$ cat src/rtl/apc_pkg.sv
// shared constants and carrier types of the parallel converter control
package apc_pkg;
  localparam int unsigned RES_W        = 10;
  localparam int unsigned CLK_MHZ      = 100;
  localparam int unsigned CONV_MAX_US  = 6;
  // longest time as a whole number of clock cycles (time in us times clock in MHz)
  localparam int unsigned CONV_MAX_CYC = CONV_MAX_US * CLK_MHZ;
  localparam int unsigned INT_DIV      = 16;
  localparam logic [RES_W-1:0] CODE_ALL_ONES  = 10'h3FF;
  localparam logic [RES_W-1:0] CODE_ALL_ZEROS = 10'h000;

  typedef struct packed {
    logic             over_range;
    logic             under_range;
    logic [RES_W-1:0] sample;
  } apc_analog_t;

  typedef struct packed {
    logic [RES_W-1:0] data;
    logic             oe;
  } apc_bus_t;

  typedef enum logic [2:0] {
    ST_TRACK   = 3'b001,
    ST_CONVERT = 3'b010,
    ST_DONE    = 3'b100
  } apc_state_t;
endpackage

$ cat src/rtl/apc_pin_sync.sv
// three-stage pin synchroniser with agreement filter
`timescale 1ns/1ns
module apc_pin_sync #(
  parameter int unsigned W    = 1,
  parameter logic [W-1:0] INIT = '0
) (
  input  wire logic         clk_i,
  input  wire logic         resetn_i,
  input  wire logic [W-1:0] pin_i,
  output logic      [W-1:0] level_o
);
  logic [W-1:0] s1;
  logic [W-1:0] s2;
  logic [W-1:0] s3;

  always_ff @(posedge clk_i or negedge resetn_i) begin
    if (!resetn_i) begin
      s1 <= INIT;
      s2 <= INIT;
      s3 <= INIT;
    end else begin
      s1 <= pin_i;
      s2 <= s1;
      s3 <= s2;
    end
  end

  // a change counts once the second and third stage agree
  always_ff @(posedge clk_i or negedge resetn_i) begin
    if (!resetn_i) begin
      level_o <= INIT;
    end else begin
      for (int i = 0; i < W; i++) begin
        if (s2[i] == s3[i]) begin
          level_o[i] <= s3[i];
        end
      end
    end
  end
endmodule

$ cat src/rtl/apc_conv_ctrl.sv
// control of a 10-bit successive-approximation converter with parallel port
`timescale 1ns/1ns
module apc_conv_ctrl
  import apc_pkg::*;
#(
  parameter int unsigned INT_DIVIDE = apc_pkg::INT_DIV
) (
  input  wire logic                      clk_i,
  input  wire logic                      resetn_i,
  input  wire logic                      sel_n_i,
  input  wire logic                      wr_n_i,
  input  wire logic                      rd_n_i,
  input  wire logic                      ext_clk_sel_i,
  input  wire logic                      ext_conv_clock_in_i,
  input  wire apc_pkg::apc_analog_t      analog_i,
  output logic [apc_pkg::RES_W-1:0]      result_bus_o,
  output logic [apc_pkg::RES_W-1:0]      result_bus_oe_o,
  output logic                           conv_done_n_o,
  output logic                           hold_o,
  output logic                           timeout_o
);
  import apc_pkg::*;

  // ----------------------------------------------------------------
  // pin synchronisers
  // ----------------------------------------------------------------
  logic [3:0] pins_s;
  logic       sel_n_s;
  logic       wr_n_s;
  logic       rd_n_s;
  logic       ext_clk_s;

  apc_pin_sync #(.W(4), .INIT(4'hE)) u_sync (
    .clk_i    (clk_i),
    .resetn_i (resetn_i),
    .pin_i    ({sel_n_i, wr_n_i, rd_n_i, ext_conv_clock_in_i}),
    .level_o  (pins_s)
  );
  assign {sel_n_s, wr_n_s, rd_n_s, ext_clk_s} = pins_s;

  logic wr_n_d;
  logic ext_clk_d;
  always_ff @(posedge clk_i or negedge resetn_i) begin
    if (!resetn_i) begin
      wr_n_d    <= 1'b1;
      ext_clk_d <= 1'b0;
    end else begin
      wr_n_d    <= wr_n_s;
      ext_clk_d <= ext_clk_s;
    end
  end

  // write rising edge counts only with select low
  logic start_req;
  assign start_req = !wr_n_d && wr_n_s && !sel_n_s;
  logic read_act;
  assign read_act = !sel_n_s && !rd_n_s;

  // ----------------------------------------------------------------
  // conversion clock enable
  // ----------------------------------------------------------------
  logic [7:0] div_cnt;
  logic       int_tick;
  always_ff @(posedge clk_i or negedge resetn_i) begin
    if (!resetn_i) begin
      div_cnt  <= 8'h00;
      int_tick <= 1'b0;
    end else if (div_cnt == 8'(INT_DIVIDE - 1)) begin
      div_cnt  <= 8'h00;
      int_tick <= 1'b1;
    end else begin
      div_cnt  <= div_cnt + 8'h01;
      int_tick <= 1'b0;
    end
  end

  // host keeps the external clock at or below its limit
  logic conv_tick;
  assign conv_tick = ext_clk_sel_i ? (ext_clk_s && !ext_clk_d) : int_tick;

  // ----------------------------------------------------------------
  // state machine and successive approximation
  // ----------------------------------------------------------------
  apc_state_t       state;
  logic [3:0]       bit_idx;
  logic [RES_W-1:0] sar;
  logic [RES_W-1:0] held;
  logic             held_over;
  logic             held_under;
  logic [RES_W-1:0] latch;
  logic [9:0]       wd_cnt;

  function automatic logic [RES_W-1:0] trial(input logic [RES_W-1:0] s,
                                             input logic [3:0] i);
    trial = s | (RES_W'(1) << i);
  endfunction

  always_ff @(posedge clk_i or negedge resetn_i) begin
    if (!resetn_i) begin
      state   <= ST_TRACK;
      bit_idx <= 4'h0;
      sar     <= CODE_ALL_ZEROS;
      hold_o  <= 1'b0;
    end else begin
      unique case (state)
        ST_TRACK: begin
          hold_o <= 1'b0;
          if (start_req) begin
            state   <= ST_CONVERT;
            hold_o  <= 1'b1;
            bit_idx <= 4'(RES_W - 1);
            sar     <= CODE_ALL_ZEROS;
          end
        end
        ST_CONVERT: begin
          if (conv_tick || wd_cnt == 10'(CONV_MAX_CYC - 2)) begin
            if (trial(sar, bit_idx) <= held) begin
              sar <= trial(sar, bit_idx);
            end
            if (bit_idx == 4'h0) begin
              state <= ST_DONE;
            end else begin
              bit_idx <= bit_idx - 4'h1;
            end
          end
        end
        ST_DONE: begin
          state  <= ST_TRACK;
          hold_o <= 1'b0;
        end
        default: state <= ST_TRACK;
      endcase
    end
  end

  // sample held at the start of hold mode
  always_ff @(posedge clk_i or negedge resetn_i) begin
    if (!resetn_i) begin
      held       <= CODE_ALL_ZEROS;
      held_over  <= 1'b0;
      held_under <= 1'b0;
    end else if (state == ST_TRACK && start_req) begin
      held       <= analog_i.sample;
      held_over  <= analog_i.over_range;
      held_under <= analog_i.under_range;
    end
  end

  // watchdog forcing one bit per cycle near the time limit
  always_ff @(posedge clk_i or negedge resetn_i) begin
    if (!resetn_i) begin
      wd_cnt    <= 10'h000;
      timeout_o <= 1'b0;
    end else if (state == ST_CONVERT) begin
      if (wd_cnt != 10'(CONV_MAX_CYC - 2)) begin
        wd_cnt <= wd_cnt + 10'h001;
      end else begin
        timeout_o <= 1'b1;
      end
    end else begin
      wd_cnt <= 10'h000;
      if (start_req) begin
        timeout_o <= 1'b0;
      end
    end
  end

  // ----------------------------------------------------------------
  // output latch, done flag and data bus
  // ----------------------------------------------------------------
  always_ff @(posedge clk_i or negedge resetn_i) begin
    if (!resetn_i) begin
      latch <= CODE_ALL_ZEROS;
    end else if (state == ST_DONE) begin
      if (held_over) begin
        latch <= CODE_ALL_ONES;
      end else if (held_under) begin
        latch <= CODE_ALL_ZEROS;
      end else begin
        latch <= sar;
      end
    end
  end

  // done falls the cycle after the latch loads; set wins over read clear
  logic latch_valid;
  always_ff @(posedge clk_i or negedge resetn_i) begin
    if (!resetn_i) begin
      latch_valid   <= 1'b0;
      conv_done_n_o <= 1'b1;
    end else begin
      latch_valid <= (state == ST_DONE);
      if (latch_valid) begin
        conv_done_n_o <= 1'b0;
      end else if (read_act || start_req) begin
        conv_done_n_o <= 1'b1;
      end
    end
  end

  always_ff @(posedge clk_i or negedge resetn_i) begin
    if (!resetn_i) begin
      result_bus_o    <= CODE_ALL_ZEROS;
      result_bus_oe_o <= '0;
    end else begin
      result_bus_o    <= read_act ? latch : CODE_ALL_ZEROS;
      result_bus_oe_o <= {RES_W{read_act}};
    end
  end
endmodule

$ cat config.mk
export PLATFORM = sky130hd
export DESIGN_NAME = apc_conv_ctrl
export DESIGN_NICKNAME = d
export VERILOG_FILES = /design/src/rtl/apc_pkg.sv /design/src/rtl/apc_pin_sync.sv /design/src/rtl/apc_conv_ctrl.sv
export SDC_FILE = /design/constraint.sdc
export NUM_CORES = 1
export LEC_CHECK = 0
export BUFFER_PORTS_ARGS = -buffer_cell sky130_fd_sc_hd__buf_2
export CORE_UTILIZATION = 35
export DETAILED_ROUTE_END_ITERATION = 6
export SYNTH_ARGS = -nofsm -noshare
export SYNTH_HDL_FRONTEND = slang
export SYNTH_SLANG_ARGS = --single-unit
$ cat constraint.sdc
create_clock -name clk_i -period 2.7 [get_ports clk_i]
set_input_delay 0.27 -clock clk_i [delete_from_list [all_inputs] [get_ports clk_i]]
set_output_delay 0.27 -clock clk_i [all_outputs]
set_load 0.02 [all_outputs]
Word level (Yosys, flattened, before mapping)
Index checks and enable logic that the tools add are counted.

$add $sub $neg: 3. $lt $le $gt $ge: 1. Eq/ne operators: 17. Shift operators: 1. Muxes and demuxes: 27. Bitwise gates (word level): 1. Reduce and logical (&&, ||, !) cells: 20.

Operators by type and width (count): $mux W10 (8); $pmux W10 S2 (1); $mux W4 (3); $ne A2 B2 Y1 const B (6); $add A10 B1 Y10 const B (1); $eq A10 B10 Y1 const B (1); $le A10 B10 Y1 (1); $ne A10 B10 Y1 const B (1); $or A10 B10 Y10 (1); $shl A1 B4 Y10 const A (1); $mux W3 (3); $add A8 B1 Y8 const B (1); $eq A8 B4 Y1 const B (1); $mux W1 (8); $mux W8 (1); $pmux W4 S2 (1); $reduce_and A4 Y1 (2); $reduce_bool A2 Y1 (4); $pmux W3 S2 (1); $logic_and A1 B1 Y1 (5); $eq A1 B1 Y1 (4); $logic_not A1 Y1 (4); $logic_not A4 Y1 (1); $sub A4 B1 Y4 const B (1); other kinds (8) (9).

Register bits after elaboration: 91. Input port bits: 19. Output and inout port bits: 23. Logic and storage cells: 95.

Longest topological paths before layout
Gate-level depths: netlist of the first run.

Word-level depth: 6. Depth in mapped cells: 10.

Cells and area by module
A second synthesis of the first run with hierarchy kept.

Cells, all modules: 358. Area total of the unflattened synthesis: 3917.5 µm².

Modules (own cells, without submodules): apc_conv_ctrl (instances 1, cells each 338, area each 3457.1 µm², seq. area each 1880.6 µm²); apc_pin_sync (instances 1, cells each 20, area each 460.4 µm², seq. area each 415.4 µm²).

Worst setup path after synthesis of the first run
No wires, ideal clock.

Kind: register -> register. From: register bit_idx[0]. To: register sar[1]. Setup time: 0.129 ns. Data arrival time: 2.190 ns. Slack: 0.381 ns. Cell stages (with the launch flop): 11. Buffers on the path: 0. Clock period less this slack: 2.319 ns. Path through: dfrtp_1 inv_1 ha_1 a21oi_1 inv_1 ha_1 nand4_1 a211oi_2 a2111oi_4 o211ai_4 o21ai_2.

Word-level cells in the longest chain between the ends: 5.

RTL lines: from (decl) (line apc_conv_ctrl.sv:85) `logic [3:0] bit_idx;`; from (signal assigned) (line apc_conv_ctrl.sv:111) `bit_idx <= 4'(RES_W - 1);`; from (signal assigned) (line apc_conv_ctrl.sv:123) `bit_idx <= bit_idx - 4'h1;`; $shl A1 B4 Y10 (*) (line apc_conv_ctrl.sv:95) `trial = s | (RES_W'(1) << i);`; $or A10 B10 Y10 (*) (line apc_conv_ctrl.sv:95); $le A10 B10 Y1 or $mux W10 (tied branches) (line apc_conv_ctrl.sv:117) `if (trial(sar, bit_idx) <= held) begin`; $ne A2 B2 Y1 (no source line) or $mux W10 (tied branches); $reduce_and A4 Y1 (no source line) or $pmux W10 S2 (tied branches); to (signal assigned) (line apc_conv_ctrl.sv:118) `sar <= trial(sar, bit_idx);`; to (decl) (line apc_conv_ctrl.sv:86) `logic [RES_W-1:0] sar;`.

Every way passes the cells marked *; elsewhere a longest branch is shown, timed or not. The select of a mux whose other input is x is not followed. A chain may end at the register's enable or synchronous reset.

Worst setup path in the final report of the first run
From: register bit_idx[0]. To: register sar[4].

The elaborated chain is that of the path after synthesis.

==> results of run 1 <==
## through the flow
| step | area (um^2) | TNS [ps] | total power, W | setup WS, ps | utilization [%] |
|---|---|---|---|---|---|
| after CTS | 4680 | 0 | 0.00396 | 73.9 | 42.3 |
| final | 4710 | 0 | 0.00393 | 192 | 42.5 |
| after global placement | 4380 | 0 | 0.00271 | 225 | 39.6 |
| after floorplan | 4060 | 0 | 0.00248 | 381 | - |
| after detailed placement | 4380 | 0 | 0.00274 | 91.0 | 39.6 |
| after global routing | 4710 | -10.6 | 0.00422 | -7.20 | 42.5 |
## path summary, 6_finish.rpt
kind / endpoint / slack [ps]
setup / recovery: sar[4] / 190
hold / removal: u_sync.s1[3] / 30
setup reg to reg: sar[4] / 190
hold reg to reg: u_sync.s2[0] / 350
max in group asynchronous: conv_done_n_o / 1380
min in group asynchronous: sar[7] / 520
## per-layer routing
| metal | share of wire [%] | track usage [%] |
|---|---|---|
| met5 | 0 | 0 |
| met3 | 3.4 | 3.44 |
| met4 | 2.2 | 6.38 |
| met2 | 44 | 19.8 |
| met1 | 51 | 19.1 |
## power breakdown
group | internal, W | switching (W)
logic | 0.000425 | 0.000564
clock network | 0.000679 | 0.000513
registers | 0.00157 | 0.000184
## sequential cells by signal, indices dropped and copies added, names as in the netlist, 8 cells and up
signal        flops
held             10
latch            10
result_bus_o     10
sar              10
wd_cnt           10
div_cnt           8
## area by class of cell
| class | count | area (um^2) | area share [%] |
|---|---|---|---|
| Timing Repair Buffer | 48 | 275 | 5.84 |
| Clock buffer | 12 | 256 | 5.44 |
| Multi-Input combinational cell | 216 | 1580 | 33.5 |
| Clock inverter | 4 | 32.5 | 0.690 |
| Inverter | 26 | 97.6 | 2.07 |
| Sequential cell | 91 | 2300 | 48.7 |
| Tap cell | 140 | 175 | 3.72 |
## what timing repair did
action / in CTS / in global routing
gates resized for setup: 0 / 4
hold buffers: 1 / 0
setup buffers: 0 / 1
endpoints found under the hold margin: 44 / 0
setup endpoints to repair: 0 / 10
## cells in the final DEF (no fill, tap or decap), types with 3 or more instances in the layout
cell and count:
dfstp_2 15, mux2_2 5, inv_1 25, a21oi_1 32
buf_4 6, nor2b_1 3, nand4_1 4, o21ai_0 6
nand2_1 23, o21ai_2 9, mux2_4 7, nor3b_2 3
maj3_1 4, buf_2 40, clkbuf_16 9, nand3_1 9
dfrtp_1 75, and2_1 12, ha_1 18, xnor2_1 4
nor2_1 30, nor3_1 4, xor2_1 10, a21oi_2 3
## cells by family (layout without fill, tap and decap cells)
kind of cell,Yosys count,count (layout),synth area share [%]
AND/OR/NAND/NOR,104,104,14.1
flip-flops,91,91,56.5
AO/OA/AOI/OAI,62,62,10.3
buffers and inverters,42,90,5.05
adder cells (fa/ha/maj),22,22,6.53
XOR/XNOR,14,14,3.02
multiplexers,14,14,4.46
==> results.txt, run 1 <==
Synth Instances: 349
LEAKAGE: 2.29 nW
CP max stage cell: dfrtp_2
Initial core utilization: 36.7%
Iteration-0 DRC Markers: 106
Skew final: 7.63 ps
Floorplan row count: 38
Final nets: 429
Antenna viol nets, final: 0
Bufs and invs on worst path: 4
Share of the synthesized area in the top cell type: 46.8%
Maximum VDD drop: 0.387 mV
Port Buffers: 41
Worst EP arrival: 2770 ps
Synth-to-Final Area Change: 16.0%
Synth area leader: dfrtp_1
Die area: 12,000 um^2
Maximum net fanout on the critical path: 9
Critical Path Source Type: flop
Worst hold margin: 32.5 ps
Slew HR: 57.0%
Worst path max stage delay: 430 ps
Vias: 2,514
Sequential area share after synthesis: 56.5%
Hold Crit Class: input pin to flop
Clk sinks: 91
Fillers: 1,051
CP Class: flop to flop
Distinct cells, synth: 51
Inst Count DP: 519
Grt total ovfl: 0
Worst setup path startpoint: bit_idx[0]
Pwr Density: 834 nW/um^2
Max Clk Rate: 0.399 GHz
Max Cap Viol: 0
CP dominant cell by count: inv_1
Slew @ Worst Pin: 645 ps
Final Max Tran Viols: 0
HPWL after DPL: 5030 um
Pin count of the biggest net entering global routing: 52
FFs w/ async S/R, synth: 100%
CORE AREA: 11,100 um^2
Hold path startpoint: sel_n_i
CTS tree: yes
Status: completed
Synth top cells by count: dfrtp_1 (76), a21oi_1 (35), nor2_1 (30), inv_1 (25), nand2_1 (23)
CP delay by family, top: compound AO/OA/AOI/OAI gates
First-pass GRT wire length: 12,500 um
Routed wire per std cell: 13.3 um
Drt first pass iters: 4
Hold Vio Cnt, Final: 0
Antenna violations before repair: 0
Non-Filler Instances: 537
Die width: 110 um
Vias in the first global route: 2,526
Clk slew on worst S/H paths: 60 ps
Post-synth EDFFs: 0
Synth Register Bits: 91
Ant. Diodes: 0
Layout cell share with drive strength beyond 1: 29.2%
Avg Inst Size Synth: 11.6 um^2
Count leader, synth: dfrtp_1
Final setup violating endpoints: 0
Ys flop type: dfrtp_1
Skew-Pair Late Insertion Delay: 330 ps
Synth Cell Area: 4060 um^2
WP data required: 2960 ps
TritonCTS Buffers: 9
Root buf cell: clkbuf_16
Routability cong.: 0.817
Htree depth: 3
Post-Route WL: 7160 um
Final Cycle Share: 92.9%
Cell count of the worst hold path: 1
# IOs: 42
Die outline height: 110 um
Syn_nets: 386
CTS Buffer Depth: 2
Critical path, cell by cell: inv_1 -> ha_1 -> a21oi_1 -> inv_1 -> ha_1 -> nand4_1 -> inv_1 -> a2111oi_4 -> o211ai_4 -> buf_12 -> o21ai_2
Post-layout min period: 2510 ps
Reg2Reg Depth: 11
Avg Vias per Cell: 4.68
Residual DRC count: 0
YS warnings: 0
Crit path capture type: flop
Largest cells by area after synthesis: dfrtp_1 (47%), dfstp_2 (9.7%), ha_1 (5.5%)
Tot GR Track Use: 13.7%
Stages on the worst setup path: 11
Reg-to-Reg Start: bit_idx[0]
No activity file was read; power rests on OpenSTA's default activity.
==> inputs of run 2 (changes only) <==
--- a/config.mk
+++ b/config.mk
@@ -6,8 +6,10 @@
 export NUM_CORES = 1
 export LEC_CHECK = 0
 export BUFFER_PORTS_ARGS = -buffer_cell sky130_fd_sc_hd__buf_2
+export CORE_ASPECT_RATIO = 0.9
 export CORE_UTILIZATION = 35
 export DETAILED_ROUTE_END_ITERATION = 6
+export PLACE_DENSITY_LB_ADDON = 0.1
 export SYNTH_ARGS = -nofsm -noshare
 export SYNTH_HDL_FRONTEND = slang
 export SYNTH_SLANG_ARGS = --single-unit
==> run 2 against run 1 <==
  * Worst hold slack worse by 6.0 ps
  * Core utilization grew 0.21 points
  * Clock skew fell by 3.7 ps
  * Maximum frequency is 0.25% higher
  * Critical path type unchanged
  * Critical path depth stayed put
  * Die area about the same
  * Routed wire length grew 0.54%
  * Total power is 0.22% lower
  * Worst setup slack better by 6.4 ps
  * Clock-buffer cell count up 2
  * Non-clock buffer count down 1
==> results.txt, run 2 (same netlist as run 1, synthesis figures left out) <==
Die width: 116 um (was 110 um)
Maximum VDD drop: 0.358 mV (was 0.387 mV)
Cell count of the worst hold path: 1 (unchanged)
Max Cap Viol: 0 (unchanged)
Tot Pwr: 0.00392 W (was 0.00393 W)
Critical path, cell by cell: inv_1 -> ha_1 -> a21oi_1 -> inv_1 -> ha_1 -> nand2b_1 -> a211oi_2 -> a2111oi_4 -> o211ai_4 -> buf_12 -> o21ai_2 (was inv_1 -> ha_1 -> a21oi_1 -> inv_1 -> ha_1 -> nand4_1 -> inv_1 -> a2111oi_4 -> o211ai_4 -> buf_12 -> o21ai_2)
Drt first pass iters: 4 (unchanged)
Worst EP arrival: 2770 ps (about the same)
Slew HR: 58.5% (was 57.0%)
Status: completed (unchanged)
Routability cong.: 0.821 (was 0.817)
Pin count of the biggest net entering global routing: 46 (was 52)
HPWL after DPL: 4990 um (was 5030 um)
Die area: 12,000 um^2 (about the same)
Die outline height: 104 um (was 110 um)
Reg-to-Reg Start: bit_idx[1] (was bit_idx[0])
Pwr Density: 828 nW/um^2 (was 834 nW/um^2)
Final Cycle Share: 92.7% (was 92.9%)
TritonCTS Buffers: 9 (unchanged)
R2R Setup Slk: 200 ps (was 190 ps)
Hold Vio Cnt, Final: 0 (unchanged)
Layout cell share with drive strength beyond 1: 29.8% (was 29.2%)
Grt total ovfl: 0 (unchanged)
Clk sinks: 91 (unchanged)
Final worst setup slack: 198 ps (was 192 ps)
Skew-Pair Late Insertion Delay: 340 ps (was 330 ps)
Skew final: 3.94 ps (was 7.63 ps)
CTS Buffer Depth: 2 (unchanged)
Inst Count DP: 530 (was 519)
Floorplan row count: 36 (was 38)
Residual DRC count: 0 (unchanged)
Fillers: 1,082 (was 1,051)
CP Class: flop to flop (unchanged)
Final setup violating endpoints: 0 (unchanged)
Setup WS pre-CTS: 110 ps (was 91.0 ps)
CP max stage cell: dfrtp_1 (was dfrtp_2)
Port Buffers: 41 (unchanged)
Fin Setup TNS: 0 ps (unchanged)
Tot GR Track Use: 13.7% (about the same)
Maximum net fanout on the critical path: 9 (unchanged)
Post-Route WL: 7200 um (was 7160 um)
Root buf cell: clkbuf_16 (unchanged)
Post-layout min period: 2500 ps (was 2510 ps)
Reg2Reg Depth: 11 (unchanged)
Antenna violations before repair: 0 (unchanged)
Unrepaired setup endpoints after global routing: no
First-pass GRT wire length: 12,500 um (about the same)
Worst hold margin: 26.5 ps (was 32.5 ps)
Max Clk Rate: 0.400 GHz (was 0.399 GHz)
Clk slew on worst S/H paths: 60 ps (about the same)
Vias: 2,500 (was 2,514)
Iteration-0 DRC Markers: 153 (was 106)
Vias in the first global route: 2,445 (was 2,526)
Worst path max stage delay: 410 ps (was 430 ps)
Slew @ Worst Pin: 620 ps (was 645 ps)
Critical Path Source Type: flop (unchanged)
Commonest non-fill, non-tap cell in the layout: dfrtp_1 (unchanged)
# IOs: 42 (unchanged)
Routed wire per std cell: 13.1 um (was 13.3 um)
Commonest non-fill, non-tap cells in the layout: dfrtp_1 (75), buf_2 (40), nor2_1 (30), a21oi_1 (28), inv_1 (25) (was dfrtp_1 (75), buf_2 (40), a21oi_1 (32), nor2_1 (30), inv_1 (25))
Initial core utilization: 36.7% (about the same)
Final Max Tran Viols: 0 (unchanged)
LEAKAGE: 2.29 nW (about the same)
Htree depth: 3 (unchanged)
Crit path capture type: flop (unchanged)
Antenna viol nets, final: 0 (unchanged)
Worst setup path startpoint: bit_idx[1] (was bit_idx[0])
CTS tree: yes (unchanged)
Hold Crit Class: input pin to flop (unchanged)
Final nets: 428 (was 429)
Non-Filler Instances: 548 (was 537)
CORE AREA: 11,100 um^2 (about the same)
R2R Path End: sar[9] (was sar[4])
Critical Path Sink: sar[9] (was sar[4])
Avg Vias per Cell: 4.56 (was 4.68)
Synth-to-Final Area Change: 16.6% (was 16.0%)
WP data required: 2970 ps (was 2960 ps)
Ant. Diodes: 0 (unchanged)
-- run 2: cell types whose count changed in the layout (fill, tap and decap cells not counted), moves of 2 or more --
cell,delta
clkbuf_1,+2
a21oi_1,-4
a21oi_2,+4
clkinvlp_4,-2
buf_4,-2
-- run 2: report_power, final --
part	switching, W	internal [W]	total, W
Sequential	0.000190	0.00157	0.00176
Clock	0.000499	0.000674	0.00117
Combinational	0.000559	0.000434	0.000994
Total	0.00125	0.00268	0.00392
-- run 2: cell type report --
class	instances	area, um^2	area share [%]
Sequential cell	91	2300	48.5
Timing Repair Buffer	47	280	5.92
Inverter	26	97.6	2.06
Clock inverter	2	11.3	0.238
Multi-Input combinational cell	216	1600	33.7
Clock buffer	14	264	5.57
Tap cell	152	190	4.01
-- run 2: repair_timing --
action                                  4_1_cts  5_1_grt
buffers inserted                              0        1
resized for setup                             0        9
endpoints found under the setup margin        0       10
hold endpoints to repair                     29        0
hold buffers                                  1        0
-- run 2: worst min path at each step --
stage,start,end,slack [ps]
5_1_grt,rd_n_i,u_sync.s1[1],9
2_1_floorplan,resetn_i,bit_idx[0],-30
6_report,wr_n_i,u_sync.s1[2],30
4_1_cts,rd_n_i,u_sync.s1[1],20
3_3_place_gp,resetn_i,wd_cnt[7],310
3_5_place_dp,resetn_i,wd_cnt[7],310
-- run 2: metrics by stage --
stage / utilization, % / instance area [um^2]
floorplan: - / 4060
global placement: 39.7 / 4400
detailed placement: 39.7 / 4400
CTS: 42.3 / 4690
global route: 42.8 / 4740
finish: 42.8 / 4740
-- run 2: metal layers --
layer | wire, um | global-route usage [%] | share of wire (%)
met4 | 112 | 5.57 | 1.6
met3 | 298 | 4.25 | 4.1
met5 | 0 | 0 | 0
met1 | 3820 | 20.0 | 53
met2 | 2970 | 18.4 | 41
-- run 2: critical path: cells and delay by family, from the launching register on --
family                   cells  cell delay (ps)
AO/OA/AOI/OAI                5             1010
adder cells (fa/ha/maj)      2              540
flip-flops                   1              410
buffers and inverters        3              360
AND/OR/NAND/NOR              1              100
